--- src/design/seq_pkg.sv ---
// Shared constants and types for the buck start-up phase sequencer
`default_nettype none
package seq_pkg;
  // Start-up delay in phase clock cycles
  localparam int          DELAY_CYC  = 384;
  localparam logic [8:0]  DELAY_LAST = 9'(DELAY_CYC - 1);
  // Full soft-start ramp in switching cycles
  localparam int          SS_STEPS   = 1280;
  localparam logic [10:0] SS_LAST    = 11'(SS_STEPS);
  // Gate response budget on shutdown
  localparam int          CLK_NS      = 10;
  localparam int          GATE_OFF_NS = 100;
  localparam int          GATE_OFF_CYC = GATE_OFF_NS / CLK_NS;
  // Register byte offsets
  localparam logic [3:0]  REG_CTRL   = 4'h0;
  localparam logic [3:0]  REG_STATUS = 4'h4;
  localparam logic [3:0]  REG_SS1    = 4'h8;
  localparam logic [3:0]  REG_SS2    = 4'hc;
  // Control fields
  localparam int          CTRL_SHDN   = 0;
  localparam int          CTRL_FREEZE = 1;
  localparam logic [1:0]  CTRL_RESET  = 2'h0;
  // Phase offsets of channel 2 against channel 1, degrees, negative is a lead
  localparam logic [8:0]  PH_0    = 9'h000;
  localparam logic [8:0]  PH_90   = 9'h05a;
  localparam logic [8:0]  PH_180  = 9'h0b4;
  localparam logic [8:0]  PH_M60  = 9'h1c4;
  // Sequencer states
  typedef enum logic [4:0] {
    ST_OFF   = 5'h01,
    ST_DELAY = 5'h02,
    ST_SOFT  = 5'h04,
    ST_RUN   = 5'h08,
    ST_LATCH = 5'h10
  } seq_state_t;
endpackage
`default_nettype wire

--- src/design/buck_startup_phase_sequencer.sv ---
// Start-up, soft-start, latch-off and phase sequencing for a dual buck controller
`default_nettype none
module buck_startup_phase_sequencer (
  // Clock and reset
  input  wire logic        clk_in,
  input  wire logic        sys_rst_in,
  // Supply, lock and fault levels from the analog side
  input  wire logic        driver_supply_ok_in,
  input  wire logic        bias_supply_ok_in,
  input  wire logic        pll_locked_in,
  input  wire logic        phase_clock_in,
  input  wire logic        fault_in,
  // Shared enable pins, one per channel, open drain
  input  wire logic [1:0]  enable_feedforward_pin_in,
  output logic [1:0]       enable_feedforward_pin_out,
  output logic [1:0]       enable_feedforward_pin_oe_out,
  output logic [1:0]       en_sink_on_out,
  // Mode straps
  input  wire logic        ch2_negative_sense_in,
  input  wire logic        ch2_feedback_in,
  input  wire logic [2:0]  clock_out_ref_in_pin_in,
  // Output comparators, bit 0 channel 1
  input  wire logic [1:0]  out_above_tgt_in,
  input  wire logic [1:0]  out_above_113_in,
  input  wire logic [1:0]  out_above_120_in,
  input  wire logic [1:0]  out_below_87_in,
  input  wire logic [1:0]  out_below_uv_in,
  // Gate permits and soft-start status
  output logic [1:0]       high_side_gate_en_out,
  output logic [1:0]       low_side_gate_en_out,
  output logic [1:0]       low_side_gate_force_out,
  output logic [1:0]       ss_done_out,
  output logic [10:0]      ss_code1_out,
  output logic [10:0]      ss_code2_out,
  // Phase relationship
  output logic [8:0]       channel_phase_offset_out,
  output logic             ddr_mode_out,
  output logic             two_phase_out,
  // Avalon-MM slave
  input  wire logic [3:0]  avs_address_in,
  input  wire logic        avs_read_in,
  input  wire logic        avs_write_in,
  input  wire logic [31:0] avs_writedata_in,
  output logic [31:0]      avs_readdata_out,
  output logic             avs_waitrequest_out
);
  localparam int SYNC_W = 22;

  logic [SYNC_W-1:0]   sync1_q;
  logic [SYNC_W-1:0]   sync2_q;
  logic                ph_prev_q;
  logic                tick;
  logic                drv_ok;
  logic                bias_ok;
  logic                pll_ok;
  logic                ph_lvl;
  logic                flt;
  logic [1:0]          en_ok;
  logic                neg_hi;
  logic                fb_hi;
  logic [2:0]          ref_lvl;
  logic [1:0]          c_tgt;
  logic [1:0]          c_113;
  logic [1:0]          c_120;
  logic [1:0]          c_87;
  logic [1:0]          c_uv;
  seq_pkg::seq_state_t state_q;
  seq_pkg::seq_state_t state_d;
  logic [8:0]          dly_q;
  logic                dly_done;
  logic                qual;
  logic                ramping;
  logic                arming;
  logic [1:0]          run_ch;
  logic [1:0]          hiccup;
  logic [1:0]          ov_req;
  logic                ov_any;
  logic                all_done;
  logic [1:0]          ctrl_q;
  logic                wait_q;

  // Every pin level crosses two flops before any logic looks at it
  always_ff @(posedge clk_in) begin
    if (sys_rst_in) begin
      sync1_q <= '0;
      sync2_q <= '0;
    end else begin
      sync1_q <= {driver_supply_ok_in, bias_supply_ok_in, pll_locked_in,
                  phase_clock_in, fault_in, enable_feedforward_pin_in,
                  ch2_negative_sense_in, ch2_feedback_in,
                  clock_out_ref_in_pin_in, out_above_tgt_in,
                  out_above_113_in, out_above_120_in, out_below_87_in,
                  out_below_uv_in};
      sync2_q <= sync1_q;
    end
  end

  // Named views of the synchronised levels
  assign {drv_ok, bias_ok, pll_ok, ph_lvl, flt, en_ok, neg_hi, fb_hi,
          ref_lvl, c_tgt, c_113, c_120, c_87, c_uv} = sync2_q;

  // Phase clock edge detect, taken from the second stage only
  always_ff @(posedge clk_in) begin
    if (sys_rst_in) begin
      ph_prev_q <= 1'b0;
    end else begin
      ph_prev_q <= ph_lvl;
    end
  end
  assign tick = ph_lvl && !ph_prev_q;

  // Power-on qualification; the enable term drops it only once both enable pins read low
  assign qual = drv_ok && bias_ok && pll_ok && (|en_ok) && !flt
                && !ctrl_q[seq_pkg::CTRL_SHDN];
  assign ov_any   = |ov_req;
  assign dly_done = tick && dly_q == seq_pkg::DELAY_LAST;
  // An unused channel counts as finished
  assign all_done = &(ss_done_out | ~en_ok);

  // Sequencer next state; latch request overrides qualification in the off, delay and soft-start states
  always_comb begin
    state_d = state_q;
    case (state_q)
      seq_pkg::ST_OFF: begin
        if (ov_any) begin
          state_d = seq_pkg::ST_LATCH;
        end else if (qual) begin
          state_d = seq_pkg::ST_DELAY;
        end
      end
      seq_pkg::ST_DELAY: begin
        if (ov_any) begin
          state_d = seq_pkg::ST_LATCH;
        end else if (!qual) begin
          state_d = seq_pkg::ST_OFF;
        end else if (dly_done) begin
          state_d = seq_pkg::ST_SOFT;
        end
      end
      seq_pkg::ST_SOFT: begin
        if (ov_any) begin
          state_d = seq_pkg::ST_LATCH;
        end else if (!qual) begin
          state_d = seq_pkg::ST_OFF;
        end else if (all_done) begin
          state_d = seq_pkg::ST_RUN;
        end
      end
      seq_pkg::ST_RUN: begin
        if (!qual) begin
          state_d = seq_pkg::ST_OFF;
        end
      end
      seq_pkg::ST_LATCH: begin
        if (!bias_ok) begin
          state_d = seq_pkg::ST_OFF;
        end
      end
      default: begin
        state_d = seq_pkg::ST_OFF;
      end
    endcase
  end

  // Sequencer state register
  always_ff @(posedge clk_in) begin
    if (sys_rst_in) begin
      state_q <= seq_pkg::ST_OFF;
    end else begin
      state_q <= state_d;
    end
  end

  // Start-up delay in phase clock cycles; only counts while waiting
  always_ff @(posedge clk_in) begin
    if (sys_rst_in || state_q != seq_pkg::ST_DELAY) begin
      dly_q <= 9'h000;
    end else if (tick) begin
      dly_q <= dly_q + 9'h001;
    end
  end

  // Channel run and arm terms
  assign ramping = (state_q == seq_pkg::ST_SOFT) || (state_q == seq_pkg::ST_RUN);
  assign arming  = ((state_q == seq_pkg::ST_OFF) || (state_q == seq_pkg::ST_DELAY))
                   && drv_ok && bias_ok;
  assign run_ch  = {2{ramping}} & en_ok;

  // Channel 1 soft-start
  soft_start_channel u_ch1 (
    .clk_in       (clk_in),
    .sys_rst_in   (sys_rst_in),
    .run_in       (run_ch[0]),
    .arm_in       (arming),
    .tick_in      (tick),
    .above_tgt_in (c_tgt[0]),
    .above_113_in (c_113[0]),
    .above_120_in (c_120[0]),
    .below_87_in  (c_87[0]),
    .below_uv_in  (c_uv[0]),
    .ss_code_out  (ss_code1_out),
    .ss_done_out  (ss_done_out[0]),
    .hs_en_out    (high_side_gate_en_out[0]),
    .ls_en_out    (low_side_gate_en_out[0]),
    .ls_force_out (low_side_gate_force_out[0]),
    .hiccup_out   (hiccup[0]),
    .ov_latch_out (ov_req[0])
  );

  // Channel 2 soft-start; own comparators and ramp, but a latch request from either channel stops both
  soft_start_channel u_ch2 (
    .clk_in       (clk_in),
    .sys_rst_in   (sys_rst_in),
    .run_in       (run_ch[1]),
    .arm_in       (arming),
    .tick_in      (tick),
    .above_tgt_in (c_tgt[1]),
    .above_113_in (c_113[1]),
    .above_120_in (c_120[1]),
    .below_87_in  (c_87[1]),
    .below_uv_in  (c_uv[1]),
    .ss_code_out  (ss_code2_out),
    .ss_done_out  (ss_done_out[1]),
    .hs_en_out    (high_side_gate_en_out[1]),
    .ls_en_out    (low_side_gate_en_out[1]),
    .ls_force_out (low_side_gate_force_out[1]),
    .hiccup_out   (hiccup[1]),
    .ov_latch_out (ov_req[1])
  );

  // Enable pins: pulled low on fault, latch-off or hiccup; never driven high
  always_ff @(posedge clk_in) begin
    if (sys_rst_in) begin
      enable_feedforward_pin_out    <= 2'h0;
      enable_feedforward_pin_oe_out <= 2'h0;
    end else begin
      enable_feedforward_pin_out    <= 2'h0;
      enable_feedforward_pin_oe_out <= {2{flt || state_q == seq_pkg::ST_LATCH
                                          || (|hiccup)}};
    end
  end

  // Hysteresis sink stays on while the sequencer is in the off or latch-off state
  always_ff @(posedge clk_in) begin
    if (sys_rst_in) begin
      en_sink_on_out <= 2'h3;
    end else begin
      en_sink_on_out <= {2{state_q == seq_pkg::ST_OFF
                           || state_q == seq_pkg::ST_LATCH}};
    end
  end

  // Phase decode from straps; a freeze keeps the start-up choice while running
  always_ff @(posedge clk_in) begin
    if (sys_rst_in) begin
      channel_phase_offset_out <= seq_pkg::PH_0;
      ddr_mode_out             <= 1'b0;
      two_phase_out            <= 1'b0;
    end else if (!(ctrl_q[seq_pkg::CTRL_FREEZE] && ramping)) begin
      if (neg_hi) begin
        channel_phase_offset_out <= seq_pkg::PH_180;
        ddr_mode_out             <= 1'b0;
        two_phase_out            <= !fb_hi;
      end else begin
        two_phase_out <= 1'b0;
        ddr_mode_out  <= !ref_lvl[0];
        if (ref_lvl[2]) begin
          channel_phase_offset_out <= seq_pkg::PH_180;
        end else if (ref_lvl[1]) begin
          channel_phase_offset_out <= seq_pkg::PH_90;
        end else if (ref_lvl[0]) begin
          channel_phase_offset_out <= seq_pkg::PH_0;
        end else begin
          channel_phase_offset_out <= seq_pkg::PH_M60;
        end
      end
    end
  end

  // Bus handshake: one wait cycle, then the access completes
  always_ff @(posedge clk_in) begin
    if (sys_rst_in) begin
      wait_q <= 1'b1;
    end else if ((avs_read_in || avs_write_in) && wait_q) begin
      wait_q <= 1'b0;
    end else begin
      wait_q <= 1'b1;
    end
  end
  assign avs_waitrequest_out = wait_q;

  // Control register; writes land on the edge that sees waitrequest low
  always_ff @(posedge clk_in) begin
    if (sys_rst_in) begin
      ctrl_q <= seq_pkg::CTRL_RESET;
    end else if (avs_write_in && !wait_q && avs_address_in == seq_pkg::REG_CTRL) begin
      ctrl_q <= avs_writedata_in[1:0];
    end
  end

  // Read data captured in the wait cycle; unmapped offsets read zero
  always_ff @(posedge clk_in) begin
    if (sys_rst_in) begin
      avs_readdata_out <= 32'h0000_0000;
    end else if (avs_read_in && wait_q) begin
      case (avs_address_in)
        seq_pkg::REG_CTRL:   avs_readdata_out <= {30'h0, ctrl_q};
        seq_pkg::REG_STATUS: avs_readdata_out <= {7'h0, channel_phase_offset_out,
                                                  3'h0, state_q, two_phase_out,
                                                  ddr_mode_out, hiccup, ov_req,
                                                  ss_done_out};
        seq_pkg::REG_SS1:    avs_readdata_out <= {21'h0, ss_code1_out};
        seq_pkg::REG_SS2:    avs_readdata_out <= {21'h0, ss_code2_out};
        default:             avs_readdata_out <= 32'h0000_0000;
      endcase
    end
  end
endmodule // buck_startup_phase_sequencer
`default_nettype wire

--- src/design/soft_start_channel.sv ---
// One channel's digital soft-start and pre-charged start-up handling
`default_nettype none
module soft_start_channel (
  // Clock and reset
  input  wire logic        clk_in,
  input  wire logic        sys_rst_in,
  // Sequencer control
  input  wire logic        run_in,
  input  wire logic        arm_in,
  input  wire logic        tick_in,
  // Output voltage comparators
  input  wire logic        above_tgt_in,
  input  wire logic        above_113_in,
  input  wire logic        above_120_in,
  input  wire logic        below_87_in,
  input  wire logic        below_uv_in,
  // Status and gate permits
  output logic [10:0]      ss_code_out,
  output logic             ss_done_out,
  output logic             hs_en_out,
  output logic             ls_en_out,
  output logic             ls_force_out,
  output logic             hiccup_out,
  output logic             ov_latch_out
);
  logic pre_hi_q;
  logic first_pulse_q;

  // Reference counter, one step per phase clock pulse, cleared when not running
  always_ff @(posedge clk_in) begin
    if (sys_rst_in || !run_in) begin
      ss_code_out <= 11'h000;
    end else if (tick_in && ss_code_out != seq_pkg::SS_LAST) begin
      ss_code_out <= ss_code_out + 11'h001;
    end
  end

  // Done also opens undervoltage detection
  always_ff @(posedge clk_in) begin
    if (sys_rst_in) begin
      ss_done_out <= 1'b0;
    end else begin
      ss_done_out <= run_in && ss_code_out == seq_pkg::SS_LAST;
    end
  end

  // Pre-charged above target: hold switching until ramp done and output at target
  always_ff @(posedge clk_in) begin
    if (sys_rst_in) begin
      pre_hi_q <= 1'b0;
    end else if (!run_in) begin
      pre_hi_q <= above_tgt_in;
    end else if (ss_done_out && !above_tgt_in) begin
      pre_hi_q <= 1'b0;
    end
  end

  // First high-side pulse seen since start
  always_ff @(posedge clk_in) begin
    if (sys_rst_in || !run_in) begin
      first_pulse_q <= 1'b0;
    end else if (hs_en_out && tick_in) begin
      first_pulse_q <= 1'b1;
    end
  end

  // Gate permits; low side waits for a real pulse so a pre-bias is not pulled down
  always_ff @(posedge clk_in) begin
    if (sys_rst_in) begin
      hs_en_out <= 1'b0;
      ls_en_out <= 1'b0;
    end else begin
      hs_en_out <= run_in && !pre_hi_q && !ov_latch_out;
      ls_en_out <= run_in && hs_en_out && first_pulse_q
                   && !(ss_done_out && below_uv_in);
    end
  end

  // Pre-charge between 113 and 120 percent: hiccup with enable held low
  always_ff @(posedge clk_in) begin
    if (sys_rst_in) begin
      hiccup_out <= 1'b0;
    end else if (arm_in && !run_in && above_113_in && !above_120_in) begin
      hiccup_out <= 1'b1;
    end else if (below_87_in) begin
      hiccup_out <= 1'b0;
    end
  end

  // Low side on at 113 percent, off at 87 percent
  always_ff @(posedge clk_in) begin
    if (sys_rst_in) begin
      ls_force_out <= 1'b0;
    end else if (hiccup_out && above_113_in) begin
      ls_force_out <= 1'b1;
    end else if (below_87_in) begin
      ls_force_out <= 1'b0;
    end
  end

  // Over 120 percent before or during the ramp asks for latch-off
  always_ff @(posedge clk_in) begin
    if (sys_rst_in) begin
      ov_latch_out <= 1'b0;
    end else if ((arm_in || run_in) && !ss_done_out && above_120_in) begin
      ov_latch_out <= 1'b1;
    end else if (!arm_in && !run_in) begin
      ov_latch_out <= 1'b0;
    end
  end
endmodule // soft_start_channel
`default_nettype wire
--- config.mk ---
export PLATFORM = sky130hd
export DESIGN_NAME = buck_startup_phase_sequencer
export DESIGN_NICKNAME = d
export VERILOG_FILES = /design/src/design/seq_pkg.sv /design/src/design/buck_startup_phase_sequencer.sv /design/src/design/soft_start_channel.sv
export SDC_FILE = /design/constraint.sdc
export NUM_CORES = 1
export LEC_CHECK = 0
export BUFFER_PORTS_ARGS = -buffer_cell sky130_fd_sc_hd__buf_2
export CORE_MARGIN = 4
export CORE_UTILIZATION = 45
export DETAILED_ROUTE_END_ITERATION = 7
export PLACE_DENSITY = 0.73
export SLEW_MARGIN = 20
export SYNTH_ARGS = -nofsm -noshare
export SYNTH_HDL_FRONTEND = slang
export SYNTH_HIERARCHICAL = 1
export SYNTH_SLANG_ARGS = --single-unit
export TNS_END_PERCENT = 50
--- constraint.sdc ---
create_clock -name clk_in -period 1.95 [get_ports clk_in]
set_input_delay 0.2925 -clock clk_in [delete_from_list [all_inputs] [get_ports clk_in]]
set_output_delay 0.2925 -clock clk_in [all_outputs]
set_load 0.03 [all_outputs]
==> impl_metrics.prom <==
# TYPE chip_impl_metric gauge
chip_impl_metric{name="max-vdd-ir-drop",unit="mV"} 0.595
chip_impl_metric{name="final_min_period_over_clock_period",unit="%"} 101
chip_impl_metric{name="fillCellCount",unit=""} 1017
chip_impl_metric{name="finish.net_count",unit=""} 737
chip_impl_metric{name="portBuffers",unit=""} 97
chip_impl_metric{name="cp.required",unit="ns"} 2.25
chip_impl_metric{name="gate_count_of_the_mapped_netlist",unit=""} 562
chip_impl_info{name="rsz_0062_raised_after_global_routing",value="yes"} 1
chip_impl_metric{name="clock-sinks",unit=""} 129
chip_impl_info{name="clock_tree.root_cell",value="sky130_fd_sc_hd__clkbuf_16"} 1
chip_impl_metric{name="synthesis.area",unit="mm2"} 0.00539
chip_impl_metric{name="synth.yosys.seq_area_share",unit="%"} 47.9
chip_impl_info{name="cpMaxStageDelayCell",value="sky130_fd_sc_hd__or4b_4"} 1
chip_impl_metric{name="via_count",unit=""} 4497
chip_impl_metric{name="worst_reg2reg_path_depth",unit=""} 5
chip_impl_info{name="hold_path_end",value="sync1_q[6]$_SDFF_PP0_"} 1
chip_impl_metric{name="worstSkewPairLatency",unit="ns"} 0.41
chip_impl_metric{name="grt_antenna_before_repair",unit=""} 0
chip_impl_metric{name="slew_violations",unit=""} 0
chip_impl_metric{name="fp-row-count",unit=""} 39
chip_impl_metric{name="grt.overflow.total",unit=""} 0
chip_impl_metric{name="drt_drc_violations_left",unit=""} 0
chip_impl_metric{name="clk_path_buf_depth",unit=""} 2
chip_impl_info{name="status",value="complete, but fails checks"} 1
chip_impl_metric{name="place.gp.congestion",unit=""} 0.894
chip_impl_info{name="cts_tree",value="yes"} 1
chip_impl_metric{name="place_inst",unit=""} 794
chip_impl_metric{name="finalWirelength",unit="mm"} 12.9
chip_impl_metric{name="groute.usage.overall",unit="%"} 18.9
chip_impl_info{name="worstReg2RegEnd",value="state_q[0]$_SDFFE_PP1P_"} 1
chip_impl_metric{name="grt_pass1_wl",unit="mm"} 21.3
chip_impl_info{name="synth.top_cells.by_area",value="sky130_fd_sc_hd__dfxtp_1 (48%), sky130_fd_sc_hd__nor2b_1 (6.7%), sky130_fd_sc_hd__nor2_1 (3.8%)"} 1
chip_impl_metric{name="diodes",unit=""} 0
chip_impl_metric{name="cp_max_fo",unit=""} 3
chip_impl_metric{name="ctsHtreeMaxLevel",unit=""} 4
chip_impl_metric{name="power.leakage",unit="nW"} 2.77
chip_impl_metric{name="arrival_time_at_the_worst_endpoint",unit="ns"} 2.27
chip_impl_metric{name="yosysUniqueCellTypes",unit=""} 64
chip_impl_metric{name="worst_pin_slew",unit="ns"} 0.561
chip_impl_metric{name="ys_ff_latch",unit=""} 129
chip_impl_metric{name="maxCapViolCount",unit=""} 0
chip_impl_metric{name="fmax",unit="GHz"} 0.507
chip_impl_metric{name="count_of_flip_flops_with_a_built_in_enable_after_synthesis",unit=""} 0
chip_impl_info{name="timing_worst_setup_path_type",value="reg -> reg"} 1
chip_impl_metric{name="finalPower",unit="mW"} 6.96
chip_impl_metric{name="drt_first_pass_iters",unit=""} 6
chip_impl_metric{name="wl_per_cell",unit="um"} 15.7
chip_impl_metric{name="postSynth.asyncResetShare",unit="%"} 0
chip_impl_info{name="synth_largest_area_cell",value="sky130_fd_sc_hd__dfxtp_1"} 1
chip_impl_metric{name="pwr_density_cell",unit="mW/mm2"} 1040
chip_impl_metric{name="drt-vias-per-instance",unit=""} 5.44
chip_impl_metric{name="critical_path.max_stage_delay",unit="ns"} 0.50
chip_impl_metric{name="final_util",unit="%"} 58.0
chip_impl_metric{name="multi_input_area",unit="mm2"} 0.00255
chip_impl_metric{name="dp.final_hpwl",unit="mm"} 9.30
chip_impl_metric{name="worst_slack",unit="ns"} -0.0220
chip_impl_metric{name="worst-path-buf-inv",unit=""} 0
chip_impl_metric{name="postCtsSetupBuffers",unit=""} 0
chip_impl_metric{name="r2r_slack",unit="ns"} -0.02
chip_impl_metric{name="setup_viol",unit=""} 1
chip_impl_metric{name="core_region_area",unit="mm2"} 0.0116
chip_impl_info{name="path_delay_family",value="simple AND/OR/NAND/NOR gates"} 1
chip_impl_metric{name="initial_core_util",unit="%"} 46.6
chip_impl_metric{name="final_number_of_hold_violating_endpoints",unit=""} 0
chip_impl_metric{name="die_y",unit="um"} 117
chip_impl_info{name="failed_checks",value="setup timing"} 1
chip_impl_metric{name="ioPinCount",unit=""} 142
chip_impl_info{name="synth-main-ff-cell",value="sky130_fd_sc_hd__dfxtp_1"} 1
chip_impl_info{name="worst_hold_startpoint",value="out_above_113_in[0]"} 1
chip_impl_metric{name="floorplan.die.width",unit="um"} 117
chip_impl_info{name="launch_point_of_the_worst_reg_to_reg_path",value="sync2_q[17]$_SDFF_PP0_"} 1
chip_impl_metric{name="non_filler_instances",unit=""} 826
chip_impl_metric{name="worst_slew_margin_rel",unit="%"} 62.3
chip_impl_metric{name="first_global_vias",unit=""} 4301
chip_impl_metric{name="clk_pin_slew",unit="ns"} 0.06
chip_impl_metric{name="ant_nets",unit=""} 0
chip_impl_metric{name="post_route_cells_drive_above_1_share",unit="%"} 29.1
chip_impl_metric{name="holdPathStages",unit=""} 2
chip_impl_metric{name="final-seq-area",unit="mm2"} 0.00258
chip_impl_metric{name="finalClockSkew",unit="ns"} 0.00553
chip_impl_info{name="setup.worst_path.end_class",value="flip-flop"} 1
chip_impl_metric{name="maximum_number_of_pins_on_one_net_before_global_route_repair",unit=""} 34
chip_impl_metric{name="cts_hold_buffers",unit=""} 0
chip_impl_metric{name="final_layout_worst_hold_slack",unit="ns"} 0.0892
chip_impl_info{name="cp_cell_sequence",value="nand2b_4 -> or4_4 -> or4b_4 -> nor3b_4 -> a211o_1"} 1
chip_impl_metric{name="drtIter0Drc",unit=""} 340
chip_impl_metric{name="design.die.area",unit="mm2"} 0.0138
chip_impl_info{name="hp-class",value="in -> reg"} 1
chip_impl_metric{name="layout-area-overhead-vs-synth",unit="%"} 24.4
chip_impl_metric{name="yosys.area.top_type_share",unit="%"} 47.9
chip_impl_metric{name="avgSynthCellArea",unit="um2"} 9.60
chip_impl_info{name="crit_path_start_kind",value="flip-flop"} 1
chip_impl_metric{name="cts-buffers-inserted",unit=""} 17
chip_impl_metric{name="final.min_clock_period",unit="ns"} 1.97
chip_impl_metric{name="synth.yosys.warnings",unit=""} 6
-- cell families (layout without fill, tap and decap cells) --
| kind of cell | count (synthesis) | count (layout) | share of synthesized area [%] |
|---|---|---|---|
| multiplexers | 15 | 15 | 3.46 |
| other | 1 | 14 | 0.0695 |
| buffers and inverters | 63 | 171 | 6.40 |
| AO/OA/AOI/OAI | 105 | 105 | 13.4 |
| AND/OR/NAND/NOR | 232 | 232 | 25.7 |
| flip-flops | 129 | 129 | 47.9 |
| XOR/XNOR | 12 | 12 | 1.95 |
| adder cells (fa/ha/maj) | 5 | 5 | 1.16 |
-- metal layers --
layer,wire length (um),GRT usage (%),vias up
met4,400,9.38,0
li1,-,-,2191
met3,787,4.95,32
met5,0,0,-
met1,5530,23.6,2092
met2,6220,30.3,182
-- through the flow --
step                      setup slack, ns  TNS [ns]  area, um2
after floorplan                   0.00269         0       5440
after global placement            -0.0101   -0.0101       6030
after detailed placement          -0.0497   -0.0497       6030
after CTS                         -0.0251   -0.0251       6670
after global routing              -0.0714   -0.0890       6710
final                             -0.0220   -0.0220       6710
-- cell usage in the layout (no fill, tap or decap), types with 5 or more instances in the layout --
cell                          n
sky130_fd_sc_hd__or3_1        9
sky130_fd_sc_hd__mux2_2       9
sky130_fd_sc_hd__nor2_1      53
sky130_fd_sc_hd__a22oi_1     24
sky130_fd_sc_hd__buf_4       26
sky130_fd_sc_hd__nor2b_1     57
sky130_fd_sc_hd__o211ai_1     5
sky130_fd_sc_hd__nand2_1     19
sky130_fd_sc_hd__nand4_1     10
sky130_fd_sc_hd__nand3_1     13
sky130_fd_sc_hd__nor3_1      13
sky130_fd_sc_hd__conb_1      14
sky130_fd_sc_hd__a21oi_1     30
sky130_fd_sc_hd__clkbuf_16   17
sky130_fd_sc_hd__xor2_1       9
sky130_fd_sc_hd__a22o_1       9
sky130_fd_sc_hd__buf_2       97
sky130_fd_sc_hd__nand2b_1     7
sky130_fd_sc_hd__inv_1       15
sky130_fd_sc_hd__dfxtp_1    127
sky130_fd_sc_hd__o21ai_0     14
sky130_fd_sc_hd__nor4_1       9
-- state kept, by name, summed over array words and instances (netlist names), 2 cells and up --
signal and flops:
state_q 5, sync1_q 22, dly_q 9, avs_readdata_out 19
u_ch1/ss_code_out 11, sync2_q 22, channel_phase_offset_out 6, ctrl_q 2
u_ch2/ss_code_out 11
-- synthesized netlist by cell type, types with 10 or more instances --
library cell and number:
sky130_fd_sc_hd__dfxtp_1 129, sky130_fd_sc_hd__nor2b_1 58, sky130_fd_sc_hd__nor2_1 54, sky130_fd_sc_hd__a21oi_1 30, sky130_fd_sc_hd__a22oi_1 24, sky130_fd_sc_hd__buf_4 20, sky130_fd_sc_hd__nand2_1 20, sky130_fd_sc_hd__clkbuf_1 18
sky130_fd_sc_hd__inv_1 15, sky130_fd_sc_hd__nor3_1 14, sky130_fd_sc_hd__o21ai_0 14, sky130_fd_sc_hd__nand3_1 13, sky130_fd_sc_hd__nand4_1 10
-- what timing repair did --
item | 4_1_cts | 5_1_grt
pin swaps | 1 | 3
resized for setup | 1 | 10
setup endpoints to repair | 1 | 13
-- how the worst max path moves through the flow --
stage / from / cells past startpoint / end
floorplan: sync2_q[20]$_SDFF_PP0_ / 5 / state_q[0]$_SDFFE_PP1P_
global placement: sync2_q[17]$_SDFF_PP0_ / 5 / state_q[0]$_SDFFE_PP1P_
detailed placement: sync2_q[20]$_SDFF_PP0_ / 5 / state_q[0]$_SDFFE_PP1P_
CTS: sync2_q[17]$_SDFF_PP0_ / 5 / state_q[0]$_SDFFE_PP1P_
global route: state_q[3]$_SDFFE_PP0P_ / 5 / state_q[0]$_SDFFE_PP1P_
finish: sync2_q[17]$_SDFF_PP0_ / 5 / state_q[0]$_SDFFE_PP1P_
-- power by group --
group | switching, mW | internal, mW
logic | 0.465 | 0.333
clock network | 1.19 | 2.15
registers | 0.0771 | 2.74
total | 1.73 | 5.22
-- area by class of cell --
| class | count | area share (%) |
|---|---|---|
| flip-flops and latches | 129 | 38.5 |
| repair buffers | 124 | 10.4 |
| multi-input cells | 383 | 38.1 |
| well taps | 143 | 2.67 |
| inverters | 15 | 0.839 |
| clock inverters | 15 | 3.08 |
| clock buffers | 17 | 6.34 |
No activity file was read; power rests on OpenSTA's default activity.
